<file path="src/eac_pkg.sv">
// Purpose: shared constants and types for the eeprom access controller
// Assumes: 40 MHz system clock, 1 MHz write timebase derived from it
// Notes: register offsets in the i/o space are local choices
// Function
// - nine-bit linear address selects one of 512 bytes
// - unused address and control bits read zero
// - address undefined; software loads it before access (the code resets it to ADDR_RST, zero, unless a write runs)
// - data register feeds writes, receives read bytes
// - ready interrupt level while enabled and strobe clear
// - master unlock self-clears after four clocks
// - write starts only with unlock still set
// - no write while flash self-programming active
// - hardware clears write strobe when write done
// - write timed by 8448 ticks of 1 MHz
// - write strobe stalls cpu two cycles
// - read strobe fetches at once, stalls four cycles
// - during write: reads ignored, address frozen
// - write in progress survives a reset
package eac_pkg;
    // array geometry
    localparam int ADDR_W = 9;
    localparam int DEPTH = 512;
    localparam int DATA_W = 8;
    localparam int IO_AW = 6;
    // register offsets in the i/o space
    localparam logic [5:0] OFS_CTRL = 6'h1C;
    localparam logic [5:0] OFS_DATA = 6'h1D;
    localparam logic [5:0] OFS_ADDR_LO = 6'h1E;
    localparam logic [5:0] OFS_ADDR_HI = 6'h1F;
    // control register bit positions
    localparam int BIT_RIE = 3;
    localparam int BIT_MWE = 2;
    localparam int BIT_WS = 1;
    localparam int BIT_RS = 0;
    // reset values
    localparam logic [8:0] ADDR_RST = 9'h000;
    localparam logic [7:0] DATA_RST = 8'h00;
    // timing
    localparam int SYS_CLK_HZ = 40_000_000;
    localparam int RC_CLK_HZ = 1_000_000;
    localparam int RC_DIV = SYS_CLK_HZ / RC_CLK_HZ;
    localparam int WR_TICKS = 8448;
    localparam int WR_TIME_US = 8500;
    localparam int UNLOCK_CYC = 4;
    localparam int STALL_WR_CYC = 2;
    localparam int STALL_RD_CYC = 4;
    // one i/o bus request from the core
    typedef struct packed {
        logic wr;
        logic rd;
        logic [5:0] addr;
        logic [7:0] wdata;
    } eac_io_req_t;
endpackage : eac_pkg
</file>
<file path="src/eac_ctrl.sv">
// Purpose: cpu-side access controller for the 512-byte data array
// Assumes: synchronous i/o requests, one per cycle, from the core
// Notes: the write engine keeps running through a reset if busy
`timescale 1ns/1ps
module eac_ctrl #(
    parameter int WR_TICKS = eac_pkg::WR_TICKS,
    parameter int RC_DIV = eac_pkg::RC_DIV
) (
    // clock and reset
    input wire logic clk_sys,
    input wire logic nrst,
    // i/o register bus
    input wire eac_pkg::eac_io_req_t io_req,
    output logic [7:0] io_rdata,
    // core status
    input wire logic global_irq_enable,
    input wire logic flash_selfprog_active,
    // to the core
    output logic ready_irq,
    output logic cpu_stall
);
    // refuse counts the counters cannot hold
    if (WR_TICKS < 2 || WR_TICKS > 16383 || RC_DIV < 1 || RC_DIV > 63) begin : g_bad_par
        $error("eac_ctrl: timing parameter out of range");
    end

    ////////////////////////////////////////////////////////////////
    // address decode
    logic ctrl_wr, data_wr, alo_wr, ahi_wr;
    always_comb begin
        ctrl_wr = 1'b0;
        data_wr = 1'b0;
        alo_wr = 1'b0;
        ahi_wr = 1'b0;
        if (io_req.addr == eac_pkg::OFS_CTRL) begin
            ctrl_wr = io_req.wr;
        end else if (io_req.addr == eac_pkg::OFS_DATA) begin
            data_wr = io_req.wr;
        end else if (io_req.addr == eac_pkg::OFS_ADDR_LO) begin
            alo_wr = io_req.wr;
        end else if (io_req.addr == eac_pkg::OFS_ADDR_HI) begin
            ahi_wr = io_req.wr;
        end
    end

    ////////////////////////////////////////////////////////////////
    // control bits and write engine
    logic rie_r, rie_nxt; // ready interrupt enable
    logic mwe_r, mwe_nxt; // master_write_unlock
    logic [2:0] unl_r, unl_nxt; // unlock countdown
    logic ws_r, ws_nxt; // write_strobe as software sees it
    logic busy_r, busy_nxt; // write engine running
    logic [5:0] div_r, div_nxt; // 1 MHz timebase divider
    logic [13:0] tick_r, tick_nxt; // timebase ticks in this write
    logic [7:0] wdat_r, wdat_nxt; // byte latched at write start
    logic wr_start, rd_start, wr_done, rc_tick;
    logic [7:0] data_r; // nv_data

    // strobes only act on a control write
    assign wr_start = ctrl_wr && io_req.wdata[eac_pkg::BIT_WS] && mwe_r
        && !busy_r && !flash_selfprog_active;
    assign rd_start = ctrl_wr && io_req.wdata[eac_pkg::BIT_RS] && !busy_r;
    assign rc_tick = busy_r && (div_r == 6'(RC_DIV - 1));
    assign wr_done = rc_tick && (tick_r == 14'(WR_TICKS - 1));

    always_comb begin
        rie_nxt = rie_r;
        mwe_nxt = mwe_r;
        unl_nxt = unl_r;
        ws_nxt = ws_r;
        busy_nxt = busy_r;
        div_nxt = div_r;
        tick_nxt = tick_r;
        wdat_nxt = wdat_r;
        // software side of the control register
        if (ctrl_wr) begin
            rie_nxt = io_req.wdata[eac_pkg::BIT_RIE];
        end
        // unlock: set only from clear, so a rewrite cannot stretch it
        if (ctrl_wr && io_req.wdata[eac_pkg::BIT_MWE] && !mwe_r) begin
            mwe_nxt = 1'b1;
            unl_nxt = 3'(eac_pkg::UNLOCK_CYC);
        end else if (mwe_r) begin
            unl_nxt = unl_r - 3'd1;
            if (unl_r == 3'd1) begin
                mwe_nxt = 1'b0;
            end
        end
        // write engine
        if (wr_start) begin
            ws_nxt = 1'b1;
            busy_nxt = 1'b1;
            div_nxt = 6'd0;
            tick_nxt = 14'd0;
            wdat_nxt = data_r;
        end else if (busy_r) begin
            div_nxt = rc_tick ? 6'd0 : div_r + 6'd1;
            if (rc_tick) begin
                tick_nxt = tick_r + 14'd1;
            end
            if (wr_done) begin
                busy_nxt = 1'b0;
                ws_nxt = 1'b0;
            end
        end
        // synchronous reset; a running write is left to finish
        if (!nrst) begin
            rie_nxt = 1'b0;
            mwe_nxt = 1'b0;
            unl_nxt = 3'd0;
            ws_nxt = 1'b0;
            if (busy_r) begin
                busy_nxt = !wr_done;
            end else begin
                busy_nxt = 1'b0;
                div_nxt = 6'd0;
                tick_nxt = 14'd0;
                wdat_nxt = eac_pkg::DATA_RST;
            end
        end
    end

    // register the control group
    always_ff @(posedge clk_sys) begin
        rie_r <= rie_nxt;
        mwe_r <= mwe_nxt;
        unl_r <= unl_nxt;
        ws_r <= ws_nxt;
        busy_r <= busy_nxt;
        div_r <= div_nxt;
        tick_r <= tick_nxt;
        wdat_r <= wdat_nxt;
    end

    ////////////////////////////////////////////////////////////////
    // address, data, read path
    logic [8:0] addr_r, addr_nxt; // nv_address_pair
    logic [7:0] data_nxt;
    logic rdp_r, rdp_nxt; // read data arrive next cycle
    logic [7:0] mem_rdata;

    always_comb begin
        addr_nxt = addr_r;
        data_nxt = data_r;
        rdp_nxt = rd_start;
        // address is frozen while the write runs
        if (alo_wr && !busy_r) begin
            addr_nxt[7:0] = io_req.wdata;
        end else if (ahi_wr && !busy_r) begin
            addr_nxt[8] = io_req.wdata[0];
        end
        // fetched byte beats a bus write, the core is stalled anyway
        if (rdp_r) begin
            data_nxt = mem_rdata;
        end else if (data_wr) begin
            data_nxt = io_req.wdata;
        end
        if (!nrst) begin
            // a running write still needs its address, so reset leaves it alone
            if (!busy_r) begin
                addr_nxt = eac_pkg::ADDR_RST;
            end
            data_nxt = eac_pkg::DATA_RST;
            rdp_nxt = 1'b0;
        end
    end

    always_ff @(posedge clk_sys) begin
        addr_r <= addr_nxt;
        data_r <= data_nxt;
        rdp_r <= rdp_nxt;
    end

    // byte array, written when the timed write ends
    eac_mem #(
        .DEPTH(eac_pkg::DEPTH),
        .AW(eac_pkg::ADDR_W),
        .DW(eac_pkg::DATA_W)
    ) u_mem (
        .clk_sys(clk_sys),
        .wr_en(wr_done),
        .rd_en(rd_start),
        .addr(addr_r),
        .wdata(wdat_r),
        .rdata(mem_rdata)
    );

    ////////////////////////////////////////////////////////////////
    // read-back, stall and interrupt outputs
    logic [7:0] rdat_r, rdat_nxt;
    logic [2:0] stl_r, stl_nxt;
    logic stall_r, stall_nxt;
    logic irq_r, irq_nxt;

    always_comb begin
        rdat_nxt = rdat_r;
        // read-back mux; unmapped offsets read zero
        if (io_req.rd) begin
            if (io_req.addr == eac_pkg::OFS_CTRL) begin
                rdat_nxt = {4'h0, rie_r, mwe_r, ws_r, 1'b0};
            end else if (io_req.addr == eac_pkg::OFS_DATA) begin
                rdat_nxt = data_r;
            end else if (io_req.addr == eac_pkg::OFS_ADDR_LO) begin
                rdat_nxt = addr_r[7:0];
            end else if (io_req.addr == eac_pkg::OFS_ADDR_HI) begin
                rdat_nxt = {7'h00, addr_r[8]};
            end else begin
                rdat_nxt = 8'h00;
            end
        end
        // stall countdown
        stl_nxt = (stl_r != 3'd0) ? stl_r - 3'd1 : 3'd0;
        if (wr_start) begin
            stl_nxt = 3'(eac_pkg::STALL_WR_CYC);
        end else if (rd_start) begin
            stl_nxt = 3'(eac_pkg::STALL_RD_CYC);
        end
        // ready interrupt is a level, not a pulse
        irq_nxt = rie_nxt && global_irq_enable && !ws_nxt;
        if (!nrst) begin
            rdat_nxt = 8'h00;
            stl_nxt = 3'd0;
            irq_nxt = 1'b0;
        end
        stall_nxt = (stl_nxt != 3'd0);
    end

    always_ff @(posedge clk_sys) begin
        rdat_r <= rdat_nxt;
        stl_r <= stl_nxt;
        stall_r <= stall_nxt;
        irq_r <= irq_nxt;
    end

    assign io_rdata = rdat_r;
    assign cpu_stall = stall_r;
    assign ready_irq = irq_r;

    ////////////////////////////////////////////////////////////////
    // checks
    logic [19:0] hcnt_r; // cycles spent in the current write, wide enough for the largest legal count
    always_ff @(posedge clk_sys) begin
        hcnt_r <= wr_start ? 20'd1 : (busy_r ? hcnt_r + 20'd1 : 20'd0);
    end
endmodule : eac_ctrl

</file>
<file path="src/eac_mem.sv">
// Purpose: byte array behind the access controller
// Assumes: one access per cycle; if both strobes come together the byte is written and the read returns the old byte
// Notes: read data come out of a register one cycle later
`timescale 1ns/1ps
module eac_mem #(
    parameter int DEPTH = eac_pkg::DEPTH,
    parameter int AW = eac_pkg::ADDR_W,
    parameter int DW = eac_pkg::DATA_W
) (
    // clock
    input wire logic clk_sys,
    // access port
    input wire logic wr_en,
    input wire logic rd_en,
    input wire logic [AW-1:0] addr,
    input wire logic [DW-1:0] wdata,
    output logic [DW-1:0] rdata
);
    // refuse a depth the address cannot cover
    if (DEPTH > (1 << AW)) begin : g_bad_depth
        $error("eac_mem: depth exceeds address range");
    end

    logic [DW-1:0] mem [DEPTH]; // storage, no reset by nature
    logic [DW-1:0] rdata_r; // registered read data

    // storage and registered read
    always_ff @(posedge clk_sys) begin
        if (wr_en) begin
            mem[addr] <= wdata;
        end
        if (rd_en) begin
            rdata_r <= mem[addr];
        end
    end

    assign rdata = rdata_r;
endmodule : eac_mem

</file>
<file path="config.mk">
export PLATFORM = sky130hd
export DESIGN_NAME = eac_ctrl
export DESIGN_NICKNAME = d
export VERILOG_FILES = /design/src/eac_pkg.sv /design/src/eac_ctrl.sv /design/src/eac_mem.sv
export SDC_FILE = /design/constraint.sdc
export NUM_CORES = 2
export LEC_CHECK = 0
export BUFFER_PORTS_ARGS = -buffer_cell sky130_fd_sc_hd__buf_4
export CAP_MARGIN = 30
export CORE_UTILIZATION = 40
export CTS_BUF_LIST = sky130_fd_sc_hd__clkbuf_4
export CTS_CLUSTER_SIZE = 40
export DETAILED_ROUTE_END_ITERATION = 8
export SYNTH_ARGS = -nofsm -noshare
export SYNTH_HDL_FRONTEND = slang
export SYNTH_SLANG_ARGS = --single-unit
</file>
<file path="constraint.sdc">
create_clock -name clk_sys -period 10.1 [get_ports clk_sys]
set_input_delay 1.515 -clock clk_sys [delete_from_list [all_inputs] [get_ports clk_sys]]
set_output_delay 1.515 -clock clk_sys [all_outputs]
set_load 0.02 [all_outputs]
</file>
==> summary.md <==
| Metric | Value |
|---|---|
| Iter 0 DRT Violations | 11790 |
| CTS buffer count | 1127 |
| VDD IR-drop max | 0.114 mV |
| Gr ovfl total | 0 |
| Fmax | 0.176 GHz |
| Worst clock skew | 0.136 ns |
| Die Area | 406000 um2 |
| Ys flop type | edfxtp_1 |
| Antenna viol nets, final | 0 |
| Final worst-path cycle share | 56.2% |
| Die height | 637 um |
| Post-Syn Instances | 7936 |
| Skew-Pair Late Insertion Delay | 1.63 ns |
| Placer Congestion | 0.887 |
| Post-synth EDFFs | 4112 |
| Commonest cells in the netlist | edfxtp_1, mux4_2, nor2_1 |
| Final slew viol count | 0 |
| R2R cell count | 10 |
| Vias in the first global route | 88718 |
| DR vias/cell | 5.97 |
| Setup TNS | 0 ns |
| DR pass1 iterations | 6 |
| Total Wirelength | 473000 um |
| H-tree depth | 7 |
| Fin crit period | 5.68 ns |
| Largest cells by area after synthesis | edfxtp_1, mux4_2, mux2i_1 |
| CTS tree | done |
| Post-Syn Area per Cell | 20.3 um2 |
| Worst setup EP type | flop |
| Non-filler instance count after layout | 14759 |
| RSZ-0062 raised after global routing | false |
| Layout Nets | 8857 |
| HP Class | input port to flop |
| Syn. warnings | 0 |
| CP arrival | 6.95 ns |
| CP max FO | 71 |
| Largest net degree at the start of global routing | 225 |
| Filler Cell Count | 33980 |
| Net Count, Synth | 7960 |
| CTS root buffer | clkbuf_4 |
| Initial antenna violation count | 25 |
| Post-DP HPWL | 287000 um |
| First-pass GRT wire length | 664000 um |
| Layout cells sized above 1 | 30.6% |
| Layout Area Growth over Synthesis | 12.6% |
| Outcome | finished, final reports clean |
| Most common cell in the netlist | edfxtp_1 |
| WS Path Type | flop to flop |
| Max-capacitance violation count | 0 |
| Top cell type by total area after synthesis | edfxtp_1 |
| Yosys reg bits | 4170 |
| Number of I/O pins | 30 |
| Worst hold stages | 3 |
| Pwr per Cell Area | 185 nW/um2 |
| Final setup fails | 0 |
| Wirelength per Cell | 32.1 um |
| Post-synthesis sequential area ratio | 77.2% |
| Startpoint types | flop |
| CTS clock-pin slew for the worst setup and hold paths | 0.07 ns |
| Starting Density | 40.3% |
| Leakage Power | 66.9 nW |
| Total power | 33.6 mW |
| DR vias | 88143 |
| Port Buffer Count | 29 |
| Worst-Margin Slew | 1.35 ns |
| Total GRT Usage | 23.1% |
| Die width | 637 um |
| Endpoints failing hold | 0 |
| Placed cell count | 12950 |
| FP Rows | 232 |
| Cell Area, Synth | 161000 um2 |
| CTS Sinks | 4170 |
| Async set-reset flop share out of synthesis | 0% |
| Drt drc | 0 |
| Core area | 401000 um2 |
| Yosys cell types | 71 |
| Post-layout util | 45.4% |
| Slew Limit Headroom | 10.3% |
| CTS max path bufs | 5 |
| Critical Path RT | 11.38 ns |
| Synth top area share | 76.5% |
-- metrics by stage --
step           setup slack, ns  area (um2)  hold slack, ns
3_3_place_gp              3.58      168000           0.438
6_report                  4.42      182000           0.233
3_5_place_dp              4.48      169000           0.468
2_1_floorplan             2.08      161000           0.432
5_1_grt                   4.18      182000           0.170
4_1_cts                   4.40      181000          0.0420
-- kinds of logic after synthesis --
group | Yosys count | share of synthesized area [%]
flops | 4170 | 77.2
fa+ha+maj | 4 | 0.0310
simple gates | 1258 | 3.62
buf+inv | 543 | 1.43
compound gates | 725 | 3.14
xor+xnor | 16 | 0.0868
mux | 1220 | 14.5
-- cell usage in the layout (no fill, tap or decap), types with 18 or more instances in the layout --
| cell | Yosys | routed |
|---|---|---|
| edfxtp_1 | 4112 | 4112 |
| clkbuf_4 | 0 | 1564 |
| mux4_2 | 887 | 887 |
| nor2_1 | 606 | 599 |
| mux2i_1 | 308 | 308 |
| buf_4 | 7 | 226 |
| nand2_1 | 190 | 174 |
| a22oi_1 | 167 | 167 |
| clkinv_1 | 0 | 159 |
| nand4_1 | 147 | 147 |
| a21oi_1 | 128 | 128 |
| nand3_1 | 111 | 111 |
| a221oi_1 | 81 | 81 |
| o22ai_1 | 72 | 72 |
| a31oi_1 | 60 | 59 |
| o21ai_0 | 61 | 59 |
| dfxtp_1 | 58 | 50 |
| a22o_1 | 45 | 45 |
| nor3_1 | 34 | 32 |
| and2_1 | 31 | 28 |
| buf_12 | 0 | 26 |
| inv_2 | 0 | 25 |
| mux2_2 | 25 | 25 |
| a41oi_1 | 21 | 21 |
| and3_1 | 22 | 20 |
| inv_1 | 20 | 18 |
-- timing repair --
| action | 4_1_cts | 5_1_grt |
|---|---|---|
| resized for setup | 0 | 0 |
| hold buffers | 1 | 0 |
| setup endpoints to repair | 0 | 0 |
| setup buffers | 0 | 0 |
| endpoints found under the hold margin | 1 | 0 |
-- cell type report --
type / count / area [um2] / share of cell area [%]
multi-input combinational: 3223 / 34800 / 19.1
clock inverter: 213 / 1150 / 0.635
inverter: 20 / 77.6 / 0.0427
tap: 5265 / 6590 / 3.62
sequential: 4170 / 125000 / 68.6
antenna: 15 / 37.5 / 0.0207
clock buffer: 1562 / 11700 / 6.45
timing repair buffer: 291 / 2750 / 1.51
-- routing by layer --
layer / part of all wire (%) / GRT usage, % / up-vias / wire (um)
met3: 10 / 6.03 / 990 / 47900
met1: 39 / 31.1 / 46307 / 185000
met2: 47 / 35.4 / 5386 / 221000
met5: 0.019 / 0 / - / 88
met4: 3.9 / 10.6 / 14 / 18700
li1: - / - / 35446 / -
-- final timing paths --
kind              startpoint             end  slack [ns]
hold / removal     io_req[0]       addr_r[8]        0.23
setup reg to reg        flop  u_mem.rdata[1]        4.42
setup / recovery        flop  u_mem.rdata[1]        4.42
hold reg to reg     stl_r[0]        stl_r[0]        0.47
-- report_power, final --
group          switching [mW]  total (mW)  internal (mW)
sequential            0.00329        18.7           18.7
combinational           0.620       0.881          0.262
clock                    6.66        14.0           7.36
-- critical path, stage by stage, from the launching register on --
cell,delay [ns]
edfxtp_1,0.69
buf_12,0.52
buf_4,0.64
mux4_2,0.61
mux2i_1,0.34
o211ai_1,0.15
nor3_1,0.52
nand4_1,0.62
nor4_1,0.65
buf_2,0.29
nand4_1,0.09
-- state kept, by name, indices dropped and copies added (netlist names), 3 cells and up, named ones only --
register / flops
io_rdata: 8
wdat_r: 8
tick_r: 14
unl_r: 3
div_r: 6
data_r: 8
stl_r: 3
u_mem.mem: 4096
u_mem.rdata: 8
Power figures use the tool's default switching activity.
